**src/iowdt_defs.vh**
```
// Constants for the I/O port watchdog timer.
`ifndef IOWDT_DEFS_VH
`define IOWDT_DEFS_VH

// Port address of the interval/control register.
`define IOWDT_PORT_ADDR 16'h0443
// Legal interval codes.
`define IOWDT_MIN_CODE 8'h01
`define IOWDT_MAX_CODE 8'h3E
// Value of the countdown and read data after reset.
`define IOWDT_CNT_RST 8'h00
// One tick of the countdown, in seconds, and the clock rate in Hz.
`define IOWDT_TICK_S 1
`define IOWDT_CLK_HZ 25000000
// Clock cycles in one tick.
`define IOWDT_TICK_CYC (`IOWDT_CLK_HZ * `IOWDT_TICK_S)
// Width of a reset pulse to the processor, in clock cycles.
`define IOWDT_RST_PULSE_CYC 16

`endif

```
**src/iowdt_prescaler.v**
```verilog
// Divider that makes the one-second tick from the system clock.
`timescale 1ns/1ns
`include "iowdt_defs.vh"
module iowdt_prescaler #(
    parameter DIV = `IOWDT_TICK_CYC,
    parameter W = 25
) (
    // Clock and reset
    input wire mclk,
    input wire reset,
    // Control
    input wire clear,
    // Tick out
    output reg tick
);
    // Last count of the divider, cut on purpose to the counter width.
    localparam integer LAST_I = DIV - 1;
    localparam [W-1:0] LAST = LAST_I[W-1:0];

    reg [W-1:0] cnt_reg;

    // A restart clears the divider so the first second is a full second.
    always @(posedge mclk or posedge reset) begin
        if (reset) begin
            cnt_reg <= {W{1'b0}};
            tick <= 1'b0;
        end else if (clear) begin
            cnt_reg <= {W{1'b0}};
            tick <= 1'b0;
        end else if (cnt_reg == LAST) begin
            cnt_reg <= {W{1'b0}};
            tick <= 1'b1;
        end else begin
            cnt_reg <= cnt_reg + {{(W-1){1'b0}}, 1'b1};
            tick <= 1'b0;
        end
    end
endmodule

```
**src/iowdt_top.v**
```verilog
// Watchdog timer reached through one 8-bit I/O port.
`timescale 1ns/1ns
`include "iowdt_defs.vh"
module iowdt_top #(
    parameter TICK_CYC = `IOWDT_TICK_CYC,
    parameter PRE_W = 25,
    parameter RST_PULSE = `IOWDT_RST_PULSE_CYC
) (
    // Clock and reset
    input wire mclk,
    input wire reset,
    // Host I/O bus, one-cycle strobes
    input wire [15:0] io_addr,
    input wire io_wr,
    input wire io_rd,
    input wire [7:0] io_wdata,
    output reg [7:0] io_rdata,
    output reg io_rdata_valid,
    // Static configuration: 1 selects interrupt, 0 selects CPU reset
    input wire expire_irq_mode,
    // Expiry outputs and status
    output reg cpu_reset,
    output reg wdt_irq,
    output reg wdt_running
);
    // One-hot states: idle, counting down, driving the reset pulse.
    localparam ST_IDLE = 3'h1;
    localparam ST_RUN = 3'h2;
    localparam ST_FIRE = 3'h4;

    // Bus decode.
    wire hit;
    wire wr_hit;
    wire rd_hit;
    wire code_ok;
    wire restart;

    // State decode and the events that move the countdown.
    wire tick;
    wire last_sec;
    wire pulse_done;
    wire in_idle;
    wire in_run;
    wire in_fire;
    wire bad_state;
    wire start;
    wire stop;
    wire reload;
    wire expire;
    wire step;

    // Countdown registers and their next values.
    reg [2:0] state_reg;
    reg [2:0] state_next;
    reg [7:0] cnt_reg;
    reg [7:0] cnt_next;
    reg [7:0] pulse_reg;
    reg [7:0] pulse_next;

    // Next values of the registered outputs.
    reg [7:0] io_rdata_next;
    reg io_rdata_valid_next;
    reg cpu_reset_next;
    reg wdt_irq_next;
    reg wdt_running_next;

    assign hit = (io_addr == `IOWDT_PORT_ADDR);
    assign wr_hit = io_wr & hit;
    assign rd_hit = io_rd & hit;
    // Codes outside the table are ignored rather than treated as zero.
    assign code_ok = (io_wdata >= `IOWDT_MIN_CODE) &&
        (io_wdata <= `IOWDT_MAX_CODE);
    // A read in the same cycle disables, so it blocks the write.
    assign restart = wr_hit & code_ok & ~rd_hit;

    iowdt_prescaler #(
        .DIV(TICK_CYC),
        .W(PRE_W)
    ) u_pre (
        .mclk(mclk),
        .reset(reset),
        .clear(restart),
        .tick(tick)
    );

    // The count still shows one during the last second.
    assign last_sec = (cnt_reg == 8'h01);
    assign pulse_done = (pulse_reg == 8'h01);
    assign in_idle = (state_reg == ST_IDLE);
    assign in_run = (state_reg == ST_RUN);
    assign in_fire = (state_reg == ST_FIRE);
    assign bad_state = ~(in_idle | in_run | in_fire);
    assign start = in_idle & restart;
    assign stop = in_run & rd_hit;
    // A refresh wins over a tick that lands in the same cycle.
    assign reload = in_run & restart;
    assign expire = in_run & ~restart & ~rd_hit & tick & last_sec;
    assign step = in_run & ~restart & ~rd_hit & tick & ~last_sec;

    // Read port: the host sees the seconds left before its read acts.
    always @* begin
        io_rdata_next = io_rdata;
        io_rdata_valid_next = rd_hit;
        if (rd_hit) begin
            io_rdata_next = cnt_reg;
        end
    end

    // State sequence.
    always @* begin
        state_next = state_reg;
        case (state_reg)
            ST_IDLE: begin
                if (start) begin
                    state_next = ST_RUN;
                end
            end
            ST_RUN: begin
                if (stop) begin
                    state_next = ST_IDLE;
                end else if (expire) begin
                    if (expire_irq_mode) begin
                        state_next = ST_IDLE;
                    end else begin
                        state_next = ST_FIRE;
                    end
                end
            end
            ST_FIRE: begin
                // The pulse runs its full length whatever the host does.
                if (pulse_done) begin
                    state_next = ST_IDLE;
                end
            end
            default: begin
                state_next = ST_IDLE;
            end
        endcase
    end

    // Countdown value.
    always @* begin
        cnt_next = cnt_reg;
        if (start | reload) begin
            cnt_next = io_wdata;
        end else if (expire) begin
            cnt_next = 8'h00;
        end else if (step) begin
            cnt_next = cnt_reg - 8'h01;
        end
    end

    // Reset pulse length.
    always @* begin
        pulse_next = pulse_reg;
        if (expire & ~expire_irq_mode) begin
            pulse_next = RST_PULSE[7:0];
        end else if (in_fire) begin
            pulse_next = pulse_reg - 8'h01;
        end
    end

    // Expiry and status outputs.
    always @* begin
        cpu_reset_next = cpu_reset;
        wdt_irq_next = wdt_irq;
        wdt_running_next = wdt_running;
        if (start) begin
            wdt_running_next = 1'h1;
            wdt_irq_next = 1'h0;
        end else if (stop) begin
            wdt_running_next = 1'h0;
        end else if (expire) begin
            wdt_running_next = 1'h0;
            if (expire_irq_mode) begin
                wdt_irq_next = 1'h1;
            end else begin
                cpu_reset_next = 1'h1;
            end
        end
        // An idle read acknowledges a pending interrupt.
        if (in_idle & rd_hit) begin
            wdt_irq_next = 1'h0;
        end
        if (in_fire & pulse_done) begin
            cpu_reset_next = 1'h0;
        end
        // An illegal state code is parked quietly.
        if (bad_state) begin
            wdt_running_next = 1'h0;
            cpu_reset_next = 1'h0;
        end
    end

    // Read port registers.
    always @(posedge mclk or posedge reset) begin
        if (reset) begin
            io_rdata <= `IOWDT_CNT_RST;
            io_rdata_valid <= 1'h0;
        end else begin
            io_rdata <= io_rdata_next;
            io_rdata_valid <= io_rdata_valid_next;
        end
    end

    // Countdown registers.
    always @(posedge mclk or posedge reset) begin
        if (reset) begin
            state_reg <= ST_IDLE;
            cnt_reg <= `IOWDT_CNT_RST;
            pulse_reg <= 8'h00;
        end else begin
            state_reg <= state_next;
            cnt_reg <= cnt_next;
            pulse_reg <= pulse_next;
        end
    end

    // Expiry outputs leave the block straight from flip-flops.
    always @(posedge mclk or posedge reset) begin
        if (reset) begin
            cpu_reset <= 1'h0;
            wdt_irq <= 1'h0;
            wdt_running <= 1'h0;
        end else begin
            cpu_reset <= cpu_reset_next;
            wdt_irq <= wdt_irq_next;
            wdt_running <= wdt_running_next;
        end
    end
endmodule

```
**config.mk**
```make
export PLATFORM = sky130hd
export DESIGN_NAME = iowdt_top
export DESIGN_NICKNAME = d
export VERILOG_FILES = /design/src/iowdt_prescaler.v /design/src/iowdt_top.v
export VERILOG_INCLUDE_DIRS = /design/src
export SDC_FILE = /design/constraint.sdc
export NUM_CORES = 1
export LEC_CHECK = 0
export BUFFER_PORTS_ARGS = -buffer_cell sky130_fd_sc_hd__buf_2
export CAP_MARGIN = 20
export CORE_MARGIN = 2
export CORE_UTILIZATION = 61
export DETAILED_ROUTE_END_ITERATION = 7
export PLACE_DENSITY = 0.8
export SYNTH_ARGS = -nofsm -noshare
export SYNTH_HDL_FRONTEND = slang
export SYNTH_SLANG_ARGS = --single-unit
```
**constraint.sdc**
```tcl
create_clock -name mclk -period 4.3 [get_ports mclk]
set_input_delay 0.86 -clock mclk [delete_from_list [all_inputs] [get_ports mclk]]
set_output_delay 0.86 -clock mclk [all_outputs]
set_load 0.02 [all_outputs]
```
==> impl_metrics.py, run 1 <==
metrics = {
    "logic_synthesis": {
        "synth_simple_gate_area_share": 0.269,
        "netlist_instances": 305,
        "syn-num-nets": 339,
        "yosys_most_used_dff": "dfrtp_1",
        "synth_top_family_by_area": "simple AND/OR/NAND/NOR gates",
        "synth-seq-cells": 57,
        "synth_mux_area_frac": 0.0112,
        "syn_avg_cell_area_um2": 9.54,
        "synth-edff-count": 0,
        "synthArstFlopShare": 1.00,
        "synth-xor-area-share": 0.0903,
        "ys_seq_area_frac": 0.491,
        "yosys.cell_types.count": 43,
        "synth_compound_area_frac": 0.0894,
        "synthAdderAreaFrac": 0.0215,
        "syn_area_um2": 2910,
        "yosysWarningCount": 0,
    },
    "placement": {
        "io_buffers": 40,
        "gp_congestion": 0.831,
        "dp.final_hpwl_mm": 4.05,
        "dp_cells": 394,
    },
    "critical_path": {
        "slowest_delay_ns": 0.75,
        "critPathArrivalTime_ns": 3.06,
        "crit_family": "simple AND/OR/NAND/NOR gates",
        "crit_buf_inv": 1,
        "cp_slowest_cell": "nand2b_1",
        "end_kind": "flip-flop",
        "cp-start-kind": "input port",
        "required_ns": 4.47,
        "crit_type": "in -> reg",
        "crit_fanout": 24,
        "worstPathCellList": "buf_2 > nor4b_1 > nand4_1 > nor3_1 > nand2b_1 > nor2_1",
        "r2r_slack_ns": 1.71,
    },
    "detailed_routing": {
        "route.detailed.drc": 0,
        "wl_per_cell_um": 14.2,
        "drt_iter0_drc": 141,
        "vias": 2349,
        "routed_via_density": 5.73,
        "first_pass_iters": 4,
        "antenna_left": 0,
        "routed_wirelength_mm": 5.84,
    },
    "sta": {
        "drv_slew": 0,
        "worst_slew_pin_slew_ns": 0.884,
        "maxSlewHeadroom": 0.410,
        "fin_hold_ws_ns": 0.476,
        "fin_tns_setup_ns": 0,
        "period_share": 0.671,
        "grt_setup_unrepaired": "false",
        "skew_ns": 0.00690,
        "setup_viol": 0,
        "fmax_ghz": 0.347,
        "period_needed_ns": 2.88,
        "hold_violations": 0,
    },
    "die": {
        "die_x_um": 73.1,
        "rows": 25,
        "io_pins": 41,
        "core-area_um2": 4660,
        "die-area_um2": 5340,
        "initial_core_util": 0.624,
        "die_y_um": 73.1,
    },
    "clocking": {
        "htree_levels": 3,
        "post_cts_resized": 0,
        "post-cts-setup-buffers": 0,
        "cts.sinks": 57,
        "hold_buffers": 0,
        "cts_tree": "done",
        "clk_latency_ns": 0.33,
        "clk_path_buf_depth": 2,
        "path_clk_slew_ns": 0.07,
        "numCtsBuffers": 9,
        "cts_root_buf": "clkbuf_8",
    },
    "finish": {
        "antenna_cells": 0,
        "fin_nets": 385,
        "post-route-util": 0.719,
        "drive_gt1_frac": 0.194,
        "largest_reg_flops": 25,
        "fill_cells": 343,
        "layoutNonFillerInstCount": 410,
        "synthToLayoutAreaGrowth_pct": 15.2,
    },
    "power_and_ir_drop": {
        "powerDensity_nw_per_um2": 324,
        "finalPower_mw": 1.09,
        "leakagePower_nw": 1.62,
        "irDropWorstVdd_uv": 243,
    },
    "grt": {
        "antenna_found_initial": 0,
        "grt_use_total": 0.248,
        "grt_max_degree": 39,
        "overflow": 0,
        "grt_pass1_wl_mm": 10.1,
        "grt_pass1_vias": 2289,
    },
    "flow_run": {
        "cap_violations": 0,
    },
    "run_status": {
        "status": "finished clean",
    },
    "hold_path": {
        "min_path_type": "reg -> reg",
    },
}
-- worst register-to-register path, delay by kind of cell, from the launching register on --
family	cells	cell delay, ns
flip-flops	1	0.56
AND/OR/NAND/NOR	2	1.10
AO/OA/AOI/OAI	3	0.83
-- placed cells by master (no fill, tap or decap), types with 2 or more instances in the layout --
| cell type | count |
|---|---|
| nor3_1 | 10 |
| xor2_1 | 21 |
| dfrtp_1 | 56 |
| clkbuf_8 | 10 |
| nand3_1 | 18 |
| a211oi_2 | 2 |
| inv_1 | 13 |
| nand2_1 | 26 |
| a31oi_1 | 2 |
| xnor2_1 | 9 |
| buf_2 | 40 |
| and3_1 | 7 |
| a22oi_1 | 2 |
| nand4_1 | 10 |
| o21ai_0 | 19 |
| and4_1 | 2 |
| nand2b_1 | 3 |
| mux2_2 | 2 |
| clkinv_2 | 2 |
| ha_1 | 5 |
| nor3b_1 | 5 |
| a21oi_1 | 7 |
| nor4b_1 | 3 |
| clkinvlp_4 | 2 |
| nor4_1 | 7 |
| nor2_1 | 49 |
| o31a_1 | 2 |
-- Yosys cell counts (2+ instances only) --
library cell,count,share of area
mux2_2,2,0.0077
nor4b_1,3,0.0090
xnor2_1,9,0.027
ha_1,5,0.021
nand3_1,18,0.031
a211oi_2,2,0.0086
clkbuf_1,4,0.0052
dfrtp_1,56,0.48
a22oi_1,2,0.0052
and4_1,2,0.0060
xor2_1,21,0.063
nor2_1,49,0.063
nand4_1,10,0.021
a21oi_1,7,0.012
nor3b_1,5,0.013
o21ai_0,19,0.033
o31a_1,2,0.0060
nand2b_1,3,0.0064
and3_1,7,0.015
nand2_1,26,0.034
inv_1,14,0.018
nor3_1,10,0.017
buf_4,2,0.0052
nor4_1,7,0.015
a31oi_1,2,0.0043
-- metrics by stage --
stage	worst slack [ns]	instance area, µm²
after global routing	1.08	3350
after floorplan	1.72	2910
after CTS	1.38	3350
after global placement	1.09	3160
after detailed placement	0.960	3160
final	1.42	3350
-- layout make-up --
| cell class | count | area [µm²] | share of cell area |
|---|---|---|---|
| Inverter | 14 | 52.6 | 0.0157 |
| Multi-Input combinational cell | 228 | 1400 | 0.418 |
| Timing Repair Buffer | 41 | 208 | 0.0620 |
| Tap cell | 54 | 67.6 | 0.0202 |
| Clock inverter | 5 | 55.1 | 0.0164 |
| Clock buffer | 11 | 141 | 0.0422 |
| Sequential cell | 57 | 1430 | 0.426 |
-- logic make-up (layout without fill, tap and decap cells) --
logic type	Yosys count	after routing
multiplexers	3	3
flip-flops	57	57
AND/OR/NAND/NOR	151	151
buffers and inverters	20	71
AO/OA/AOI/OAI	39	39
adder cells (fa/ha/maj)	5	5
XOR/XNOR	30	30
-- final timing paths --
check | depth (start not counted) | end | from
max reg2reg | 5 | cnt_reg[0] | state_reg[0]
min reg2reg | 2 | io_rdata[0] | io_rdata[0]
max in group asynchronous | 3 | u_pre.cnt_reg[10] | reset
min in group asynchronous | 2 | pulse_reg[5] | reset
min | 2 | io_rdata[0] | io_rdata[0]
max | 6 | u_pre.cnt_reg[13] | io_addr[2]
-- power breakdown --
part	internal [mW]	switching, mW	total [mW]	leakage [nW]
clock network	0.281	0.210	0.491	0.0953
registers	0.543	0.00643	0.550	0.747
logic	0.0186	0.0263	0.0450	0.780
total	0.843	0.243	1.09	1.62
-- metal layers --
| layer | wire, µm | track usage | share of wire | vias to the layer above |
|---|---|---|---|---|
| li1 | - | - | - | 1157 |
| met1 | 2790 | 0.339 | 0.48 | 1125 |
| met2 | 2730 | 0.387 | 0.47 | 59 |
| met3 | 251 | 0.0539 | 0.043 | 8 |
| met4 | 73 | 0.0967 | 0.013 | 0 |
| met5 | 0 | 0 | 0 | - |
Power figures use the tool's default switching activity.
==> inputs of run 2 (changes only) <==
Settings changed: CORE_UTILIZATION 61 to 57, PLACE_DENSITY 0.8 to 0.75.
Clock period 4.3 ns to 2.9 ns, I/O delays scaled along.
==> impl_metrics.py, run 2 (synthesis gave the netlist of run 1 again) <==
metrics = {
    "run_status": {
        "status": "finished clean",
    },
    "detailed_routing": {
        "route.detailed.drc": 0,
        "drt_iter0_drc": 161,
        "first_pass_iters": 4,
        "antenna_left": 0,
        "wl_per_cell_um": 13.5,
        "vias": 2368,
        "routed_wirelength_mm": 5.83,
        "routed_via_density": 5.47,
    },
    "critical_path": {
        "r2r_slack_ns": 0.94,
        "crit_type": "in -> reg",
        "rr_worst_depth": 7,
        "required_ns": 3.18,
        "cp-start-kind": "input port",
        "worstReg2RegStart": "state_reg[0]",
        "critPathArrivalTime_ns": 2.57,
        "startpoint": "io_wdata[5]",
        "crit_end": "cpu_reset",
        "r2r-end": "cnt_reg[2]",
        "end_kind": "flip-flop",
        "crit_fanout": 9,
    },
    "power_and_ir_drop": {
        "pwr-share-comb": 0.041,
        "power.switching_uw": 347,
        "internal-power_mw": 1.28,
        "leakagePower_nw": 1.66,
        "powerDensity_nw_per_um2": 473,
        "switching_share": 0.214,
        "irDropWorstVdd_uv": 277,
        "pwr-share-clk": 0.456,
        "power_frac_seq": 0.503,
    },
    "placement": {
        "gp_congestion": 0.815,
        "dp.final_hpwl_mm": 4.20,
        "io_buffers": 40,
        "dp_cells": 417,
        "placed_area_um2": 3230,
    },
    "die": {
        "io_pins": 41,
        "initial_core_util": 0.581,
        "die_x_um": 75.5,
        "die-area_um2": 5690,
        "die_y_um": 75.5,
        "rows": 26,
        "core-area_um2": 5010,
    },
    "sta": {
        "drv_slew": 0,
        "maxSlewHeadroom": 0.569,
        "period_needed_ns": 2.29,
        "skew_ns": 0.00746,
        "grt_setup_unrepaired": "false",
        "hold_violations": 0,
        "fin_tns_setup_ns": 0,
        "period_share": 0.789,
        "worst_slew_pin_slew_ns": 0.645,
        "setup_viol": 0,
        "fmax_ghz": 0.437,
    },
    "clocking": {
        "clk_path_buf_depth": 2,
        "post-cts-setup-buffers": 0,
        "path_clk_slew_ns": 0.06,
        "cts_tree": "done",
        "hold_buffers": 0,
        "numCtsBuffers": 9,
        "clk_latency_ns": 0.33,
        "cts_root_buf": "clkbuf_8",
        "htree_levels": 3,
        "cts.sinks": 57,
        "post_cts_resized": 0,
    },
    "grt": {
        "overflow": 0,
        "grt_pass1_vias": 2084,
        "grt_pass1_wl_mm": 9.45,
        "antenna_found_initial": 0,
        "grt_max_degree": 33,
        "grt_use_total": 0.223,
    },
    "hold_path": {
        "min_path_type": "in -> async",
    },
    "finish": {
        "largest_reg_flops": 25,
        "layoutNonFillerInstCount": 433,
        "fin_area_um2": 3430,
        "fin_nets": 392,
        "final_common_cell": "dfrtp_1",
        "synthToLayoutAreaGrowth_pct": 17.8,
        "drive_gt1_frac": 0.207,
        "layout_common_cells": "dfrtp_1 (56), nor2_1 (49), buf_2 (40), nand2_1 (26), xor2_1 (21)",
        "antenna_cells": 0,
    },
    "flow_run": {
        "cap_violations": 0,
    },
}
[run 2: changes by cell type in the layout (fill, tap and decap cells not counted)]
cell        previous run  this run
clkbuf_8              10        11
clkbuf_1               1         2
buf_4                  1         8
clkinvlp_4             2         0
[run 2: how the worst min path moves through the flow]
stage / from / depth (start not counted) / endpoint / slack [ns]
6_report: reset / 2 / cpu_reset / 0.33
5_1_grt: reset / 2 / u_pre.tick / 0.38
4_1_cts: reset / 2 / u_pre.cnt_reg[10] / 0.35
3_5_place_dp: io_rdata[3] / 2 / io_rdata[3] / 0.47
3_3_place_gp: io_rdata[3] / 2 / io_rdata[3] / 0.46
2_1_floorplan: u_pre.cnt_reg[0] / 1 / u_pre.cnt_reg[0] / 0.48
[run 2: power by group through the flow]
| stage | combinational [mW] | clock (mW) | sequential (mW) |
|---|---|---|---|
| 4_1_cts | 0.0694 | 0.762 | 0.815 |
| 6_report | 0.0673 | 0.740 | 0.815 |
| 2_1_floorplan | 0.0355 | 0 | 0.827 |
| 3_5_place_dp | 0.0688 | 0 | 0.829 |
| 5_1_grt | 0.0771 | 0.797 | 0.816 |
| 3_3_place_gp | 0.0669 | 0 | 0.829 |
[run 2: area by class of cell]
type                            instances  area [µm²]
Clock buffer                           13         159
Clock inverter                          3        40.0
Fill cell                             426        1580
Inverter                               14        52.6
Multi-Input combinational cell        228        1400
Sequential cell                        57        1430
Tap cell                               70        87.6
Timing Repair Buffer                   48         260
[run 2: metal layers]
layer	up-vias	share of wire	GRT usage
li1	1169	-	-
met2	67	0.46	0.350
met5	-	0	0
met4	0	0.014	0.0955
met1	1125	0.47	0.295
met3	7	0.056	0.0595
[run 2: stage by stage]
| stage | hold slack, ns | worst slack, ns | util | total power [mW] |
|---|---|---|---|---|
| global route | 0.379 | 0.474 | 0.684 | 1.69 |
| floorplan | 0.482 | 0.600 | - | 0.863 |
| global placement | 0.462 | 0.343 | 0.644 | 0.896 |
| detailed placement | 0.466 | 0.285 | 0.644 | 0.898 |
| CTS | 0.350 | 0.638 | 0.684 | 1.65 |
| finish | 0.334 | 0.613 | 0.684 | 1.62 |
[run 2: critical path: stages]
cell and delay (ns):
buf_2 0.11, or4_4 0.54, o31ai_4 0.31, a211oi_2 0.19, or2_4 0.29, nor3_4 0.33
o32a_2 0.23
==> inputs of run 3 (changes only) <==
Settings changed: CORE_UTILIZATION 57 to 51, PLACE_DENSITY 0.75 to 0.71.
Clock period 2.9 ns to 2.1 ns, I/O delays scaled along.
==> impl_metrics.py, run 3 (synthesis gave the netlist of run 1 again) <==
metrics = {
    "run_status": {
        "status": "finished clean",
    },
    "placement": {
        "dp.final_hpwl_mm": 4.14,
        "gp_congestion": 0.845,
        "io_buffers": 40,
        "dp_cells": 436,
    },
    "power_and_ir_drop": {
        "pwr-share-comb": 0.045,
        "switching_share": 0.213,
        "irDropWorstVdd_uv": 361,
        "power.switching_uw": 496,
        "leakagePower_nw": 1.77,
        "internal-power_mw": 1.83,
        "powerDensity_nw_per_um2": 645,
        "power_frac_seq": 0.484,
        "pwr-share-clk": 0.471,
    },
    "sta": {
        "fin_tns_setup_ns": 0,
        "maxSlewHeadroom": 0.679,
        "drv_slew": 0,
        "skew_ns": 0.00900,
        "period_needed_ns": 1.94,
        "hold_violations": 0,
        "grt_setup_unrepaired": "false",
        "worst_slew_pin_slew_ns": 0.475,
        "fmax_ghz": 0.517,
        "setup_viol": 0,
        "period_share": 0.922,
    },
    "critical_path": {
        "critPathArrivalTime_ns": 2.21,
        "crit_fanout": 6,
        "cp-start-kind": "input port",
        "required_ns": 2.37,
        "r2r_slack_ns": 0.22,
        "end_kind": "flip-flop",
        "crit_type": "in -> reg",
    },
    "clocking": {
        "hold_buffers": 0,
        "cts_root_buf": "clkbuf_8",
        "clk_latency_ns": 0.34,
        "htree_levels": 3,
        "post-cts-setup-buffers": 0,
        "clk_path_buf_depth": 2,
        "post_cts_resized": 0,
        "numCtsBuffers": 9,
        "cts_tree": "done",
        "path_clk_slew_ns": 0.06,
        "cts.sinks": 57,
    },
    "grt": {
        "overflow": 0,
        "antenna_found_initial": 0,
        "grt_max_degree": 58,
        "grt_use_total": 0.204,
        "grt_pass1_wl_mm": 9.98,
        "grt_pass1_vias": 2197,
    },
    "die": {
        "initial_core_util": 0.529,
        "core-area_um2": 5510,
        "io_pins": 41,
        "die_y_um": 79.5,
        "die-area_um2": 6330,
        "rows": 27,
        "die_x_um": 79.5,
    },
    "detailed_routing": {
        "vias": 2344,
        "routed_wirelength_mm": 5.89,
        "drt_iter0_drc": 138,
        "first_pass_iters": 4,
        "antenna_left": 0,
        "route.detailed.drc": 0,
        "routed_via_density": 5.20,
        "wl_per_cell_um": 13.1,
    },
    "finish": {
        "layoutNonFillerInstCount": 451,
        "seq_area_um2": 1430,
        "final_common_cell": "dfrtp_1",
        "post-route-util": 0.655,
        "layout_common_cells": "dfrtp_1 (56), nor2_1 (49), buf_2 (40), nand2_1 (26), buf_4 (23)",
        "antenna_cells": 0,
        "largest_reg_flops": 25,
        "fin_nets": 409,
        "drive_gt1_frac": 0.251,
        "multi_input_area_um2": 1410,
        "fill_cells": 459,
        "synthToLayoutAreaGrowth_pct": 23.9,
    },
    "hold_path": {
        "min_path_type": "in -> async",
    },
    "flow_run": {
        "cap_violations": 0,
    },
}
## run 3: power groups by stage
| stage | Clock (mW) | Sequential [mW] | Combinational [mW] |
|---|---|---|---|
| finish | 1.09 | 1.13 | 0.105 |
| floorplan | 0 | 1.14 | 0.0491 |
| global route | 1.17 | 1.13 | 0.119 |
| global placement | 0 | 1.14 | 0.104 |
| detailed placement | 0 | 1.15 | 0.106 |
| CTS | 1.12 | 1.13 | 0.107 |
## run 3: layer usage
layer  up-vias  part of all wire  wire [µm]  global-route usage
met4         0             0.015         86               0.100
met3        10             0.051        303              0.0520
met1      1081              0.48       2840               0.273
met5         -                 0          0                   0
li1       1204                 -          -                   -
met2        49              0.45       2650               0.308
## run 3: final timing paths
| check | start | to | cells after the start |
|---|---|---|---|
| setup / recovery | io_wdata[5] | cnt_reg[6] | 8 |
| min in group mclk | io_wdata[1] | cnt_reg[1] | 3 |
| hold / removal | reset | pulse_reg[1] | 3 |
| max in group asynchronous | reset | state_reg[0] | 3 |
| setup reg to reg | state_reg[1] | pulse_reg[5] | 6 |
| hold reg to reg | io_rdata[2] | io_rdata[2] | 2 |
## run 3: layout make-up
| cell class | instances | share of cell area |
|---|---|---|
| Clock buffer | 13 | 0.0496 |
| Tap cell | 72 | 0.0250 |
| Timing Repair Buffer | 65 | 0.114 |
| Multi-Input combinational cell | 228 | 0.391 |
| Clock inverter | 2 | 0.00971 |
| Inverter | 14 | 0.0146 |
| Sequential cell | 57 | 0.396 |
## run 3: stage by stage
stage	hold WS [ns]	cell area, µm²	setup WS (ns)	power, mW
final	0.130	3610	0.164	2.33
after global routing	0.163	3610	0.0297	2.41
after CTS	0.131	3610	0.186	2.35
after detailed placement	0.465	3390	-0.175	1.25
after global placement	0.457	3390	-0.162	1.25
after floorplan	0.482	2920	-0.0323	1.19
## run 3: worst max-delay path, stage by stage
cell	delay, ns
buf_2	0.11
or4_4	0.54
o31ai_4	0.29
nor4_4	0.10
a211oi_2	0.44
buf_4	0.20
nand2_1	0.05
nand2_1	0.07
